**src/common/thermo_pkg.sv**
```systemverilog
package thermo_pkg;

    // ------------------------------------------------------------
    // Word layout and codes
    // ------------------------------------------------------------
    localparam int         DATA_W     = 12;
    localparam int         CHAN_W     = 3;
    localparam int         NUM_CHAN   = 8;
    localparam logic [11:0] CODE_FULL = 12'hfff;
    localparam logic [11:0] CODE_ZERO = 12'h000;
    localparam logic [2:0]  CHAN_LAST = 3'h7;
    localparam logic [2:0]  CHAN_ONE  = 3'h1;

    // ------------------------------------------------------------
    // Register map (byte addresses)
    // ------------------------------------------------------------
    localparam int         ADDR_W      = 8;
    localparam logic [7:0] OFF_CTRL    = 8'h00;
    localparam logic [7:0] OFF_STATUS  = 8'h04;
    localparam logic [7:0] OFF_WORD    = 8'h08;
    localparam logic [7:0] OFF_CHAN_LO = 8'h20;
    localparam logic [7:0] OFF_CHAN_HI = 8'h3c;
    localparam int         CTRL_RAW    = 0;
    localparam int         CTRL_FAHR   = 1;
    localparam int         CTRL_RUN    = 2;
    localparam logic [2:0] CTRL_RESET  = 3'h4;

    // Stored reading of one channel
    typedef struct packed {
        logic        burnout;
        logic        negative;
        logic [11:0] value;
    } reading_t;

    // Sixteen-point word seen by the controller
    typedef struct packed {
        logic        sign;
        logic [2:0]  chan;
        logic [11:0] data;
    } chan_word_t;

    // Converter result for one channel
    typedef struct packed {
        logic [2:0]  chan;
        logic        open;
        logic        negative;
        logic [11:0] temp;
        logic [11:0] raw;
    } conv_res_t;

endpackage : thermo_pkg

```
**src/hw/thermo_channel_word.sv**
```systemverilog
`timescale 1ns/1ps
module thermo_channel_word
    import thermo_pkg::*;
#(
    parameter int NCH = NUM_CHAN
)
(
    input  wire logic        pclk,
    input  wire logic        presetn,
    input  wire logic        psel,
    input  wire logic        penable,
    input  wire logic        pwrite,
    input  wire logic [7:0]  paddr,
    input  wire logic [31:0] pwdata,
    output logic             pready,
    output logic [31:0]      prdata,
    output logic             pslverr,
    input  wire logic        scan_strobe,
    input  wire logic        conv_valid,
    input  wire conv_res_t   conv_res,
    output logic             scale_fahrenheit,
    output logic [7:0]       upper_input_byte,
    output logic [7:0]       lower_input_byte
);

    // ------------------------------------------------------------
    // Declarations
    // ------------------------------------------------------------
    reading_t   rd_q [NCH];
    chan_word_t word_q;
    logic [2:0] chan_q;
    logic [2:0] ctrl_q;
    logic [15:0] scan_cnt_q;
    logic       sync1_q;
    logic       sync2_q;
    logic       sync3_q;
    logic       scan_pulse;
    reading_t   cur_rd;
    reading_t   cap_d;
    logic       pready_q;
    logic [31:0] prdata_q;
    logic       pslverr_q;
    logic       acc;
    logic       wr_done;
    logic [31:0] rd_d;
    logic       hit_d;

    // Register index of a channel readback address
    function automatic logic [2:0] chan_index(input logic [7:0] a);
        logic [7:0] off;
        off = a - OFF_CHAN_LO;
        return off[4:2];
    endfunction : chan_index

    // Widen a stored reading for readback
    function automatic logic [31:0] pack_rd(input reading_t r);
        return {18'h00000, r};
    endfunction : pack_rd

    // ------------------------------------------------------------
    // Scan strobe synchroniser
    // ------------------------------------------------------------
    // Strobe comes from the controller's side, so two flops first
    always_ff @(posedge pclk or negedge presetn)
    begin
        if (!presetn)
        begin
            sync1_q <= 1'b0;
            sync2_q <= 1'b0;
            sync3_q <= 1'b0;
        end
        else
        begin
            sync1_q <= scan_strobe;
            sync2_q <= sync1_q;
            sync3_q <= sync2_q;
        end
    end

    // One pulse per controller scan; halted while run bit is clear
    assign scan_pulse = sync2_q & ~sync3_q & ctrl_q[CTRL_RUN];

    // ------------------------------------------------------------
    // Conversion capture
    // ------------------------------------------------------------
    // Selected reading for a finished conversion
    always_comb
    begin
        cap_d.burnout  = conv_res.open;
        if (conv_res.open)
        begin
            cap_d.value    = CODE_FULL;
            cap_d.negative = 1'b0;
        end
        else if (ctrl_q[CTRL_RAW])
        begin
            // Straight binary count, linear over the input span
            cap_d.value    = conv_res.raw;
            cap_d.negative = 1'b0;
        end
        else
        begin
            cap_d.value    = conv_res.temp;
            cap_d.negative = conv_res.negative;
        end
    end

    // Converter runs at its own pace; any channel may update any time
    always_ff @(posedge pclk or negedge presetn)
    begin
        if (!presetn)
        begin
            for (int i = 0; i < NCH; i++)
            begin
                rd_q[i] <= '0;
            end
        end
        else if (conv_valid)
        begin
            rd_q[conv_res.chan] <= cap_d;
        end
    end

    assign cur_rd = rd_q[chan_q];

    // ------------------------------------------------------------
    // Scan hand-off
    // ------------------------------------------------------------
    // Channel pointer steps once per scan and wraps after eight
    always_ff @(posedge pclk or negedge presetn)
    begin
        if (!presetn)
        begin
            chan_q <= '0;
        end
        else if (scan_pulse)
        begin
            chan_q <= chan_q + CHAN_ONE;
        end
    end

    // Word only changes at a scan, so both bytes stay coherent
    always_ff @(posedge pclk or negedge presetn)
    begin
        if (!presetn)
        begin
            word_q <= '0;
        end
        else if (scan_pulse)
        begin
            word_q.sign <= cur_rd.negative;
            word_q.chan <= chan_q;
            word_q.data <= cur_rd.value;
        end
    end

    // Scan counter for software visibility
    always_ff @(posedge pclk or negedge presetn)
    begin
        if (!presetn)
        begin
            scan_cnt_q <= '0;
        end
        else if (scan_pulse)
        begin
            scan_cnt_q <= scan_cnt_q + 16'h0001;
        end
    end

    // Sixteen input points, upper byte then lower byte
    assign upper_input_byte = word_q[15:8];
    assign lower_input_byte = word_q[7:0];

    // ------------------------------------------------------------
    // APB slave
    // ------------------------------------------------------------
    // One wait state: pready rises in the second access cycle
    assign acc     = psel & penable;
    assign wr_done = acc & pready_q & pwrite;

    always_comb
    begin
        rd_d  = '0;
        hit_d = 1'b1;
        if (paddr == OFF_CTRL)
        begin
            rd_d = {29'h0, ctrl_q};
        end
        else if (paddr == OFF_STATUS)
        begin
            rd_d = {13'h0, scan_cnt_q, chan_q};
        end
        else if (paddr == OFF_WORD)
        begin
            rd_d = {16'h0, word_q};
        end
        else if (paddr >= OFF_CHAN_LO && paddr <= OFF_CHAN_HI && paddr[1:0] == 2'h0)
        begin
            rd_d = pack_rd(rd_q[chan_index(paddr)]);
        end
        else
        begin
            hit_d = 1'b0;
        end
    end

    always_ff @(posedge pclk or negedge presetn)
    begin
        if (!presetn)
        begin
            pready_q  <= 1'b0;
            prdata_q  <= '0;
            pslverr_q <= 1'b0;
        end
        else
        begin
            pready_q  <= acc & ~pready_q;
            pslverr_q <= acc & ~pready_q & ~hit_d;
            if (acc & ~pready_q & ~pwrite)
            begin
                prdata_q <= rd_d;
            end
        end
    end

    // Control register; writes to read-only words raise no error and have no effect
    always_ff @(posedge pclk or negedge presetn)
    begin
        if (!presetn)
        begin
            ctrl_q <= CTRL_RESET;
        end
        else if (wr_done && paddr == OFF_CTRL)
        begin
            ctrl_q <= pwdata[2:0];
        end
    end

    assign pready           = pready_q;
    assign prdata           = prdata_q;
    assign pslverr          = pslverr_q;
    assign scale_fahrenheit = ctrl_q[CTRL_FAHR];
endmodule : thermo_channel_word

```
**config.mk**
```make
export PLATFORM = sky130hd
export DESIGN_NAME = thermo_channel_word
export DESIGN_NICKNAME = d
export VERILOG_FILES = /design/src/common/thermo_pkg.sv /design/src/hw/thermo_channel_word.sv
export SDC_FILE = /design/constraint.sdc
export NUM_CORES = 1
export LEC_CHECK = 0
export CELL_PAD_IN_SITES_DETAIL_PLACEMENT = 1
export CELL_PAD_IN_SITES_GLOBAL_PLACEMENT = 2
export CORE_MARGIN = 1.5
export CORE_UTILIZATION = 45
export CTS_CLUSTER_DIAMETER = 200
export DETAILED_ROUTE_END_ITERATION = 10
export DONT_BUFFER_PORTS = 1
export PLACE_DENSITY_LB_ADDON = 0.1
export SLEW_MARGIN = 25
export SYNTH_ARGS = -nofsm -noshare
export SYNTH_HDL_FRONTEND = slang
export SYNTH_SLANG_ARGS = --single-unit
```
**constraint.sdc**
```tcl
create_clock -name pclk -period 5.4 [get_ports pclk]
set_clock_uncertainty 0.1 [all_clocks]
set_input_delay 0.54 -clock pclk [delete_from_list [all_inputs] [get_ports pclk]]
set_output_delay 0.54 -clock pclk [all_outputs]
set_load 0.005 [all_outputs]
```
== Word-level counts from Yosys, hierarchy flattened ==
Cells that the tools add are included.
Cells by class
  magnitude comparators: 6
  bitwise operators: 15
  equality and inequality tests: 2
  reductions and logical operators: 6
  multiply operators: 0
  shifts and indexed selects: 0
  div/mod/pow operators: 0
  multiplexer cells: 19
  $add $sub $neg: 3
Operator list (count)
  bitwise mux 112 bit: 1
  binary-select mux 14 bit (select 3 bit): 2
  2-to-1 mux 14 bit: 4
  2-to-1 mux 13 bit: 4
  demux 14 bit (select 3 bit): 1
  2-to-1 mux 19 bit: 2
  adder 16 x 1 -> 16 bit, second input constant: 1
  2-to-1 mux 16 bit: 1
  >= comparator 4 bit, second input constant: 3
  NOT 3 -> 4 bit: 3
  bitwise AND 1 bit: 8
  == test 8 x 3 -> 1 bit, second input constant: 1
  == test 8 x 4 -> 1 bit, second input constant: 1
  >= comparator 8 x 6 -> 1 bit, second input constant: 1
  less-or-equal comparator 8 x 6 -> 1 bit, second input constant: 1
  zero test 8 bit: 1
  subtractor 5 x 1 -> 5 bit, second input constant: 1
  logical AND 1 bit: 4
  less-than comparator 4 x 1 -> 1 bit, second input constant: 1
  2-to-1 mux 1 bit: 4
  NOT 1 bit: 4
  adder 3 x 1 -> 3 bit, second input constant: 1
  zero test 2 bit: 1
Storage, ports and cells
  bits of input ports: 76
  memories kept: 0
  ROM bits: 0
  word-level logic and storage cells: 87
  latch bits: 0
  flip-flop bits (word level): 187
  output and inout bits: 51
  memory bits (writable): 0

== Depth between registers and ports, before layout ==
Gate-level depths: netlist (run 1).
  depth in word-level cells: 9
  gate-level depth with buffers: 7
  depth with buffers taken out: 5

== Worst setup path before layout (run 1) ==
No wires, ideal clock.
  path kind: input port to flip-flop
  start: input port paddr[2]
  end: register prdata_q[0], in the netlist prdata[0]
  library setup time: 128 ps
  path slack: 3274 ps
  buffers on the path: 2
  stages on the path: 6
  required time: 5172 ps
  data arrival time: 1898 ps
  cells stage by stage: buf_2 buf_6 mux4_2 mux2_2 a221oi_1 nor3_1
On the way
  cells in the longest elaborated chain, start to end: 9
  elaborated cells between the ends (all ways): 16
  classes of those cells: 1 x add/sub; 2 x order compare; 2 x eq/ne; 7 x mux; 1 x bitwise; 3 x reduce/logical
RTL lines
  start: declaration: RTL line thermo_channel_word.sv:13  | input wire logic [7:0] paddr,
  subtractor 5 x 1 -> 5 bit: RTL line thermo_channel_word.sv:51  | off = a - OFF_CHAN_LO;
  NOT 3 -> 4 bit (not written as such): RTL line thermo_channel_word.sv:199  | rd_d = pack_rd(rd_q[chan_index(paddr)]);
  binary-select mux 14 bit (select 3 bit): RTL line thermo_channel_word.sv:199
  2-to-1 mux 14 bit (not written as such) (2 in series): RTL line thermo_channel_word.sv:199
  2-to-1 mux 14 bit: RTL line thermo_channel_word.sv:197  | else if (paddr >= OFF_CHAN_LO && paddr <= OFF_CHAN_HI && paddr[1:0] == 2'h0)
  2-to-1 mux 16 bit: RTL line thermo_channel_word.sv:193  | else if (paddr == OFF_WORD)
  2-to-1 mux 19 bit: RTL line thermo_channel_word.sv:189  | else if (paddr == OFF_STATUS)
  2-to-1 mux 19 bit (*): RTL line thermo_channel_word.sv:185  | if (paddr == OFF_CTRL)
  end signal: assignment: RTL line thermo_channel_word.sv:221  | prdata_q <= rd_d;
  end: declaration: RTL line thermo_channel_word.sv:41  | logic [31:0] prdata_q;
Every way passes the cells marked *; elsewhere a longest branch is shown, timed or not. The select of a mux whose other input is x is not followed.
A chain may end at the register's enable or synchronous reset.

== Worst setup path after layout (run 1) ==
  start: register ctrl_q[2]
  end: register scan_cnt_q[12]
On the way
  cells in the longest elaborated chain, start to end: 1
RTL lines
  start: declaration: RTL line thermo_channel_word.sv:32  | logic [2:0] ctrl_q;
  start signal: assignment: RTL line thermo_channel_word.sv:235  | ctrl_q <= pwdata[2:0];
  bitwise AND 1 bit: RTL line thermo_channel_word.sv:81  | assign scan_pulse = sync2_q & ~sync3_q & ctrl_q[CTRL_RUN];
  end signal: assignment: RTL line thermo_channel_word.sv:166  | scan_cnt_q <= scan_cnt_q + 16'h0001;
  end: declaration: RTL line thermo_channel_word.sv:33  | logic [15:0] scan_cnt_q;
Every way passes these cells.

==> flow_metrics.env, run 1 <==
export IMPL_worstPathRequired_ns=5.61
export IMPL_post_cts_resized_instances=0
export IMPL_firstDrtPassIters=4
export IMPL_most_common_library_cell_in_the_layout_ignoring_fill_and_taps="dfrtp_1"
export IMPL_area_enclosed_by_the_die_boundary_mm2=0.0202
export IMPL_worst_ep_arrival_time_ns=2.48
export IMPL_synth_top_area_share_pct=49.8
export IMPL_ir_drop_worst_case_vdd_mv=0.196
export IMPL_cts_path_max_buffers=2
export IMPL_hold_path_class="input pin to register"
export IMPL_vias=6087
export IMPL_largest_net_degree_at_the_start_of_global_routing=175
export IMPL_numCtsBuffers=17
export IMPL_yosys_top_cells_area="dfrtp_1 (50%), mux4_2 (14%), nand2_1 (5.1%)"
export IMPL_synth_seq_cells=174
export IMPL_globalRoute_totalOverflow=0
export IMPL_async_flop_share_pct=100
export IMPL_wire_per_inst_um=22.7
export IMPL_finalMaxSlewViolations=0
export IMPL_cp_cell_sequence="nand4b_1, nor4_1, nand3_1, xnor2_1"
export IMPL_clock_latency_of_the_later_clocked_register_in_the_worst_skew_pair_ns=0.43
export IMPL_crit_slowest_cell="nor4_1"
export IMPL_met2_length_um=11800
export IMPL_crit_path_start_kind="register"
export IMPL_highest_achievable_clock_rate_ghz=0.440
export IMPL_grt_antenna_before_repair=0
export IMPL_setup_repair_after_global_routing_missed_its_margin="false"
export IMPL_critical_path_endpoint_type="register"
export IMPL_power_leakage_nw=3.86
export IMPL_floorplan_io_pins=127
export IMPL_dieWidth_um=142
export IMPL_placed_cells_incl_taps=999
export IMPL_post_drt_via_cell_ratio=5.90
export IMPL_max_slew_headroom_pct=32.1
export IMPL_synthFlopType="dfrtp_1"
export IMPL_cell_type_with_the_highest_aggregate_area_in_the_netlist="dfrtp_1"
export IMPL_wire_length_of_the_first_global_routing_pass_um=37500
export IMPL_timing_worst_slew_pin_value_ns=1.02
export IMPL_syn_mean_instance_area_um2=11.1
export IMPL_flow_area_growth_from_synthesis_pct=8.98
export IMPL_drc=0
export IMPL_final_layout_size_suffix_gt1_share_pct=17.4
export IMPL_critical_path_max_stage_delay_ns=0.89
export IMPL_diodes=0
export IMPL_yosys_cell_types_count=46
export IMPL_routed_top_layer="met4"
export IMPL_place_congestion=0.756
export IMPL_switching_power_w=0.000878
export IMPL_timing_critical_path_fanout_max=6
export IMPL_port_buffers=0
export IMPL_layout_nets=837
export IMPL_synth_enable_flop_cells=0
export IMPL_totalNegativeSetupSlack_ns=0
export IMPL_yosysWarnings=0
export IMPL_core_area_mm2=0.0188
export IMPL_fraction_of_power_spent_switching_nets_pct=26.3
export IMPL_grt_total_usage_pct=24.9
export IMPL_stdcell_count=1031
export IMPL_internal_power_w=0.00246
export IMPL_commonest_non_fill_non_tap_cells_in_the_layout="dfrtp_1 (171), nand2_1 (118), o21ai_0 (73)"
export IMPL_die_height_um=142
export IMPL_power_per_cell_area_mw_per_mm2=352
export IMPL_detailroute_wirelength_met3_um=982
export IMPL_m1WireLength_um=10300
export IMPL_finalWirelength_um=23400
export IMPL_clock_sink_count=174
export IMPL_grt_pass1_vias=6618
export IMPL_yosysSeqAreaShare_pct=50.1
export IMPL_cts_tree="done"
export IMPL_clk_transition_reported_paths_ns=0.06
export IMPL_antenna_left=0
export IMPL_critical_path_class="register to register"
export IMPL_timing_final_crit_share_pct=42.1
export IMPL_cts_root_buffer_cell="clkbuf_16"
export IMPL_initial_core_util_pct=46.2
export IMPL_sequentialPowerShare_pct=49.2
export IMPL_clock_network_fraction_of_design_power_pct=36.3
export IMPL_first_iter_violations=252
export IMPL_cts_max_level=4
export IMPL_timing_final_crit_period_ns=2.27
export IMPL_timing_final_setup_violations=0
export IMPL_final_hold_violation_count=0
export IMPL_hpwl_um=15000
export IMPL_num_rows=50
export IMPL_combPwrFrac_pct=14.5
export IMPL_post_synth_inst_count=784
export IMPL_result_of_the_run="finished clean"
export IMPL_post_synth_instance_area_mm2=0.00869
export IMPL_drv_cap=0
==> final cells by class <==
cell class	count	area (um2)
clock buffer	26	519
clock inverter	5	55.1
fill	1981	9360
inverter	6	22.5
multi-input combinational	545	4060
sequential	174	4360
tap	260	325
timing repair buffer	15	133
==> synth_stat cells, types with 13 or more instances <==
cell type / number
dfrtp_1: 173
nand2_1: 118
o21ai_0: 73
a21oi_1: 61
nor2_1: 56
mux4_2: 53
clkbuf_1: 37
mux2i_1: 31
mux2_2: 15
nand3_1: 15
nor2b_1: 15
buf_2: 13
buf_4: 13
==> state kept, by name (all words and copies together) (netlist names), 3 cells and up <==
| name | flops |
|---|---|
| upper_input_byte | 8 |
| chan_q | 3 |
| rd_q | 112 |
| lower_input_byte | 8 |
| ctrl_q | 3 |
| scan_cnt_q | 16 |
| prdata | 19 |
==> cells by family after synthesis <==
family | count (synthesis) | share of synthesized area [%]
AND/OR/NAND/NOR | 239 | 12.5
AO/OA/AOI/OAI | 175 | 11.8
flip-flops | 174 | 50.1
multiplexers | 99 | 19.2
buffers and inverters | 77 | 4.25
XOR/XNOR | 17 | 1.71
adder cells (fa/ha/maj) | 2 | 0.288
other | 1 | 0.0431
==> per-stage QoR <==
| step | util (%) | power (W) | setup WS (ns) | cell area (um2) | hold slack [ns] |
|---|---|---|---|---|---|
| 2_1_floorplan | - | 0.00200 | 3.27 | 8740 | 0.144 |
| 3_3_place_gp | 46.9 | 0.00208 | 3.09 | 8830 | 0.148 |
| 3_5_place_dp | 46.9 | 0.00212 | 3.04 | 8840 | 0.148 |
| 4_1_cts | 50.1 | 0.00336 | 3.02 | 9440 | 0.0152 |
| 5_1_grt | 50.3 | 0.00349 | 2.94 | 9480 | 0.0187 |
| 6_report | 50.3 | 0.00334 | 3.13 | 9480 | 0.0375 |
==> power groups by stage <==
stage	combinational (W)	sequential, W	clock [W]
5_1_grt	0.000541	0.00167	0.00128
6_report	0.000482	0.00164	0.00121
4_1_cts	0.000487	0.00164	0.00124
2_1_floorplan	0.000389	0.00161	0
3_3_place_gp	0.000430	0.00165	0
3_5_place_dp	0.000455	0.00167	0
==> path summary, 6_finish.rpt <==
kind                                   from              to  slack [ns]  cells after the start
worst max-delay path              ctrl_q[2]  scan_cnt_q[12]        3.13                      4
worst min-delay path            scan_strobe         sync1_q        0.04                      0
worst max register to register    ctrl_q[2]  scan_cnt_q[12]        3.13                      4
worst min register to register      sync1_q         sync2_q        0.26                      0
max in group asynchronous           presetn       chan_q[2]        4.46                      1
min in group asynchronous           presetn       prdata[0]        0.05                      1
==> repair_timing <==
item                                   in CTS  in global routing
endpoints found under the hold margin     174                  0
hold buffers                                1                  0
setup buffers                               0                  0
==> critical path, delay by kind of cell (launching register included) <==
family	cells	cell delay, ns
XOR/XNOR	1	0.16
flip-flops	1	0.58
AND/OR/NAND/NOR	3	1.31
==> per-layer routing <==
metal | GRT usage (%) | vias up
li1 | - | 2742
met1 | 33.2 | 3201
met2 | 42.4 | 123
met3 | 4.04 | 21
met4 | 7.05 | 0
met5 | 0 | -
(Power assumes the default switching activity.)
==> inputs of run 2 (changes only) <==
--- a/config.mk
+++ b/config.mk
@@ -5,10 +5,11 @@
 export SDC_FILE = /design/constraint.sdc
 export NUM_CORES = 1
 export LEC_CHECK = 0
+export ABC_AREA = 1
 export CELL_PAD_IN_SITES_DETAIL_PLACEMENT = 1
 export CELL_PAD_IN_SITES_GLOBAL_PLACEMENT = 2
 export CORE_MARGIN = 1.5
-export CORE_UTILIZATION = 45
+export CORE_UTILIZATION = 33
 export CTS_CLUSTER_DIAMETER = 200
 export DETAILED_ROUTE_END_ITERATION = 10
 export DONT_BUFFER_PORTS = 1
==> constraint.sdc (replaced) <==
create_clock -name pclk -period 1.9 [get_ports pclk]
set_clock_uncertainty 0.1 [all_clocks]
set_input_delay 0.19 -clock pclk [delete_from_list [all_inputs] [get_ports pclk]]
set_output_delay 0.19 -clock pclk [all_outputs]
set_load 0.005 [all_outputs]
==> flow_metrics.env, run 2 <==
export IMPL_result_of_the_run="finished with violations"
export IMPL_violations="negative hold slack"
export IMPL_antenna_left=0
export IMPL_flow_area_growth_from_synthesis_pct=14.9
export IMPL_dieWidth_um=168
export IMPL_final_hold_violation_count=174
export IMPL_final_layout_size_suffix_gt1_share_pct=9.92
export IMPL_power_leakage_nw=4.89
export IMPL_grt_pass1_vias=8160
export IMPL_ir_drop_worst_case_vdd_mv=0.632
export IMPL_post_synth_xor_area_fraction_pct=1.36
export IMPL_reg2reg_setup_slack_ns=0.13
export IMPL_timing_final_setup_violations=0
export IMPL_layout_setup_ws_ns=0.112
export IMPL_synth_seq_cells=174
export IMPL_drv_cap=0
export IMPL_clk_transition_reported_paths_ns=0.08
export IMPL_port_buffers=0
export IMPL_drc=0
export IMPL_synth_compound_gate_area_share_pct=15.2
export IMPL_synthFlopType="dfrtp_1"
export IMPL_grt_total_usage_pct=23.8
export IMPL_worst_r2r_endpoint="scan_cnt_q[13]"
export IMPL_layout_nets=1295
export IMPL_most_common_library_cell_in_the_layout_ignoring_fill_and_taps="nand2_1"
export IMPL_largest_register_ff_count=112
export IMPL_largest_net_degree_at_the_start_of_global_routing=175
export IMPL_grt_antenna_before_repair=0
export IMPL_diodes=0
export IMPL_wire_per_inst_um=20.7
export IMPL_main_combinational_cell_family_by_area_after_synthesis="simple AND/OR/NAND/NOR gates"
export IMPL_hold_path_class="input pin to async pin"
export IMPL_cts_max_level=4
export IMPL_async_flop_share_pct=100
export IMPL_initial_core_util_pct=33.5
export IMPL_post_synth_inst_count=1196
export IMPL_num_rows=60
export IMPL_finalWirelength_um=32500
export IMPL_timing_final_crit_share_pct=94.1
export IMPL_timing_worst_slew_pin_value_ns=0.861
export IMPL_placement_setup_worst_slack_ns=0.0482
export IMPL_internal_power_w=0.00743
export IMPL_total_power_w=0.0116
export IMPL_worst_r2r_path_depth=10
export IMPL_fraction_of_power_spent_switching_nets_pct=36.1
export IMPL_regToRegStartpoint="ctrl_q[2]"
export IMPL_switching_power_w=0.00420
export IMPL_clock_sink_count=174
export IMPL_largest_register="rd_q"
export IMPL_numCtsBuffers=17
export IMPL_max_slew_headroom_pct=42.5
export IMPL_synth_enable_flop_cells=0
export IMPL_yosys_cell_types_count=33
export IMPL_totalNegativeSetupSlack_ns=0
export IMPL_die_height_um=168
export IMPL_yosysSeqAreaShare_pct=48.4
export IMPL_highest_achievable_clock_rate_ghz=0.559
export IMPL_worstPathRequired_ns=2.12
export IMPL_synthAdderAreaFrac_pct=0.278
export IMPL_synth_simple_gate_area_share_pct=24.1
export IMPL_timing_critical_path_fanout_max=9
export IMPL_synth_top_area_share_pct=48.1
export IMPL_yosysWarnings=0
export IMPL_sequentialPowerShare_pct=43.5
export IMPL_floorplan_io_pins=127
export IMPL_vias=8118
export IMPL_timing_final_crit_period_ns=1.79
export IMPL_place_congestion=0.752
export IMPL_syn_mean_instance_area_um2=7.53
export IMPL_cts_tree="done"
export IMPL_yosys_mux_area_fraction_pct=2.00
export IMPL_first_iter_violations=457
export IMPL_firstDrtPassIters=5
export IMPL_critical_path_endpoint_type="register"
export IMPL_cts_path_max_buffers=2
export IMPL_globalRoute_totalOverflow=0
export IMPL_yosys_top_cells_area="dfrtp_1 (48%), nand2_1 (16%), o21ai_0 (9.9%)"
export IMPL_combPwrFrac_pct=25.9
export IMPL_worst_ep_arrival_time_ns=2.00
export IMPL_critical_path_class="input pin to register"
export IMPL_clock_network_fraction_of_design_power_pct=30.6
export IMPL_hold_buffers=11
export IMPL_power_per_cell_area_mw_per_mm2=1120
export IMPL_post_synth_instance_area_mm2=0.00901
export IMPL_area_enclosed_by_the_die_boundary_mm2=0.0283
export IMPL_clock_latency_of_the_later_clocked_register_in_the_worst_skew_pair_ns=0.45
export IMPL_post_synth_most_frequent_cells="nand2_1 (392), o21ai_0 (179), dfrtp_1 (173), inv_1 (109), nand3_1 (74)"
export IMPL_core_area_mm2=0.0269
export IMPL_top_count_cell_post_synth="nand2_1"
export IMPL_hpwl_um=21300
export IMPL_cell_type_with_the_highest_aggregate_area_in_the_netlist="dfrtp_1"
export IMPL_cts_root_buffer_cell="clkbuf_16"
export IMPL_final_hold_worst_slack_ns=-0.656
export IMPL_finalMaxSlewViolations=0
export IMPL_crit_path_start_kind="input pin"
export IMPL_wire_length_of_the_first_global_routing_pass_um=50200
export IMPL_commonest_non_fill_non_tap_cells_in_the_layout="nand2_1 (390), o21ai_0 (178), dfrtp_1 (172)"
export IMPL_post_drt_via_cell_ratio=5.17
==> run 2: area by class of cell <==
class	count	area [um2]
clock buffer	20	457
clock inverter	12	128
fill	3249	16500
inverter	115	434
multi-input combinational	848	3950
sequential	174	4360
tap	341	427
timing repair buffer	61	598
==> run 2: worst max-delay path by stage <==
stage               slack [ns]  depth (start not counted)  startpoint        endpoint
floorplan                 0.22                          8   ctrl_q[2]   scan_cnt_q[8]
global placement          0.07                          8   ctrl_q[2]   scan_cnt_q[8]
detailed placement        0.05                          8   ctrl_q[2]   scan_cnt_q[8]
CTS                       0.03                          8   ctrl_q[2]   scan_cnt_q[8]
global route             -0.01                         10   ctrl_q[2]  scan_cnt_q[13]
finish                    0.11                          8    paddr[3]       ctrl_q[1]
==> run 2: worst max-delay path, cell delays in order <==
cell and delay, ns:
nor2_2 0.26, buf_4 0.22, nand2_1 0.14, inv_1 0.14, nand4_1 0.25, nor2_1 0.17
a21oi_1 0.06, dlygate4sd3_1 0.57
==> run 2: metal layers <==
metal / GRT usage (%) / wire (um)
met3: 4.49 / 1610
met2: 39.9 / 15700
met1: 31.8 / 14900
met5: 0 / 0
met4: 5.32 / 366
==> run 2: repair_timing <==
action                     4_1_cts  5_1_grt
hold endpoints to repair       185      174
setup endpoints to repair        0        8
gates resized for setup          0       10
buffers inserted                 0        2
==> run 2: cell families (layout without fill, tap and decap cells) <==
family                     Yosys count  in the layout
other                                1             13
and+or+nand+nor                    535            535
AOI/OAI and AO/OA                  268            268
adders and majority gates            2              2
buffers and inverters              186            208
muxes                               16             16
DFF                                174            174
xor gates and xnor gates            14             14
==> run 2: power groups by stage <==
stage                     Combinational, W  Sequential, W  Clock, W
after global routing               0.00341        0.00517   0.00379
after detailed placement           0.00298        0.00514         0
final                              0.00301        0.00506   0.00356
after CTS                          0.00303        0.00507   0.00365
after global placement             0.00296        0.00511         0
after floorplan                    0.00205        0.00488         0
==> run 2: per-stage QoR <==
| step | area [um2] | hold slack (ns) | cells | util (%) |
|---|---|---|---|---|
| 2_1_floorplan | 9050 | -0.206 | 1208 | - |
| 3_3_place_gp | 9610 | -0.199 | 1526 | 35.8 |
| 3_5_place_dp | 9610 | -0.201 | 1526 | 35.8 |
| 4_1_cts | 10300 | -0.677 | 1569 | 38.4 |
| 5_1_grt | 10300 | -0.680 | 1571 | 38.5 |
| 6_report | 10300 | -0.656 | 1571 | 38.5 |
==> inputs of run 3 (changes only) <==
--- a/config.mk
+++ b/config.mk
@@ -10,6 +10,7 @@
 export CELL_PAD_IN_SITES_GLOBAL_PLACEMENT = 2
 export CORE_MARGIN = 1.5
 export CORE_UTILIZATION = 33
+export CTS_BUF_LIST = sky130_fd_sc_hd__clkbuf_16
 export CTS_CLUSTER_DIAMETER = 200
 export DETAILED_ROUTE_END_ITERATION = 10
 export DONT_BUFFER_PORTS = 1
==> flow_metrics.env, run 3 (synthesized netlist as in run 2, its figures left out) <==
export IMPL_result_of_the_run="finished with violations"
export IMPL_violations="negative hold slack"
export IMPL_power_per_cell_area_mw_per_mm2=1120
export IMPL_worst_ep_arrival_time_ns=2.00
export IMPL_port_buffers=0
export IMPL_globalRoute_totalOverflow=0
export IMPL_largest_net_degree_at_the_start_of_global_routing=175
export IMPL_timing_critical_path_fanout_max=6
export IMPL_vias=8079
export IMPL_crit_path_start_kind="register"
export IMPL_critical_path_class="register to register"
export IMPL_worstPathRequired_ns=2.13
export IMPL_commonest_non_fill_non_tap_cells_in_the_layout="nand2_1 (390), o21ai_0 (178), dfrtp_1 (172)"
export IMPL_wire_length_of_the_first_global_routing_pass_um=50300
export IMPL_hold_path_class="input pin to async pin"
export IMPL_initial_core_util_pct=33.5
export IMPL_grt_use_met3_pct=4.70
export IMPL_most_common_library_cell_in_the_layout_ignoring_fill_and_taps="nand2_1"
export IMPL_grt_pass1_vias=8161
export IMPL_timing_worst_slew_pin_value_ns=0.838
export IMPL_final_hold_worst_slack_ns=-0.655
export IMPL_grt_antenna_before_repair=0
export IMPL_final_hold_violation_count=174
export IMPL_antenna_left=0
export IMPL_critical_path_endpoint_type="register"
export IMPL_finalMaxSlewViolations=0
export IMPL_num_rows=60
export IMPL_numCtsBuffers=17
export IMPL_diodes=0
export IMPL_firstDrtPassIters=6
export IMPL_post_drt_via_cell_ratio=5.14
export IMPL_clock_latency_of_the_later_clocked_register_in_the_worst_skew_pair_ns=0.44
export IMPL_finalCoreUtilization_pct=38.4
export IMPL_multi_input_comb_area_mm2=0.00395
export IMPL_finalWirelength_um=32600
export IMPL_largest_register_ff_count=112
export IMPL_max_slew_headroom_pct=44.1
export IMPL_hpwl_um=21300
export IMPL_seqCellArea_mm2=0.00436
export IMPL_final_layout_size_suffix_gt1_share_pct=9.76
export IMPL_place_congestion=0.752
export IMPL_core_area_mm2=0.0269
export IMPL_floorplan_io_pins=127
export IMPL_highest_achievable_clock_rate_ghz=0.564
export IMPL_power_leakage_nw=4.88
export IMPL_layout_setup_ws_ns=0.127
export IMPL_first_iter_violations=447
export IMPL_drc=0
export IMPL_area_enclosed_by_the_die_boundary_mm2=0.0283
export IMPL_cts_tree="done"
export IMPL_wire_per_inst_um=20.8
export IMPL_placement_setup_worst_slack_ns=0.0482
export IMPL_fillers=3255
export IMPL_met1_usage_pct=31.9
export IMPL_clock_sink_count=174
export IMPL_timing_final_crit_share_pct=93.3
export IMPL_groute_layer_met2_usage_pct=39.9
export IMPL_placed_cells_incl_taps=1526
export IMPL_stdcell_count=1571
export IMPL_gr_max_usage_layer="met2"
export IMPL_cts_max_level=4
export IMPL_flow_area_growth_from_synthesis_pct=14.7
export IMPL_drv_cap=0
export IMPL_ir_drop_worst_case_vdd_mv=0.647
export IMPL_grt_total_usage_pct=23.8
export IMPL_cts_root_buffer_cell="clkbuf_16"
export IMPL_timing_final_setup_violations=0
export IMPL_timing_final_crit_period_ns=1.77
export IMPL_clk_transition_reported_paths_ns=0.08
export IMPL_cts_path_max_buffers=2
export IMPL_largest_register="rd_q"
export IMPL_hold_buffers=11
export IMPL_layout_nets=1295
export IMPL_dieWidth_um=168
export IMPL_die_height_um=168
## run 3: per-layer routing
layer,vias to the layer above,part of all wire (%)
met1,4020,46
met5,-,0
met4,0,1.2
met3,27,5.1
met2,172,48
li1,3860,-
## run 3: worst paths after layout
path | startpoint | to | slack [ns] | cells after the start
setup / recovery | ctrl_q[2] | scan_cnt_q[13] | 0.13 | 10
hold / removal | presetn | prdata[11] | -0.66 | 0
setup reg to reg | ctrl_q[2] | scan_cnt_q[13] | 0.13 | 10
hold reg to reg | sync1_q | sync2_q | 0.28 | 0
max in group asynchronous | presetn | ctrl_q[2] | 2.05 | 0
min in group pclk | pwrite | ctrl_q[0] | 0.02 | 2
## run 3: where the power goes
part / switching [W] / leakage (nW) / internal [W] / total, W
clock network: 0.00164 / 0.271 / 0.00183 / 0.00347
logic: 0.00193 / 2.48 / 0.00108 / 0.00301
registers: 0.000625 / 2.13 / 0.00443 / 0.00506
## run 3: stage by stage
stage / area [um2] / power (W) / setup TNS [ns]
after floorplan: 9050 / 0.00693 / 0
after global placement: 9610 / 0.00807 / 0
after detailed placement: 9610 / 0.00812 / 0
after CTS: 10300 / 0.0117 / 0
after global routing: 10300 / 0.0123 / -0.0113
final: 10300 / 0.0115 / 0
## run 3: worst max-delay path, cell delays in order, from the launching register on
cell,delay (ns)
dfstp_2,0.55
inv_4,0.04
nor2_4,0.11
nand2_4,0.10
nor3_4,0.20
nand4_1,0.15
nor2_1,0.12
buf_4,0.14
nand2_2,0.04
nand2_1,0.05
nand2_1,0.05
## run 3: timing repair
| item | 4_1_cts | 5_1_grt |
|---|---|---|
| resized for setup | 0 | 10 |
| buffers inserted | 0 | 2 |
| endpoints found under the hold margin | 185 | 174 |
| setup endpoints to repair | 0 | 8 |
## run 3: final cells by class
type / count / share of cell area (%)
Sequential cell: 174 / 42.2
Multi-Input combinational cell: 848 / 38.2
Timing Repair Buffer: 61 / 5.79
Inverter: 115 / 4.20
Tap cell: 341 / 4.13
Clock buffer: 17 / 4.12
Clock inverter: 15 / 1.34
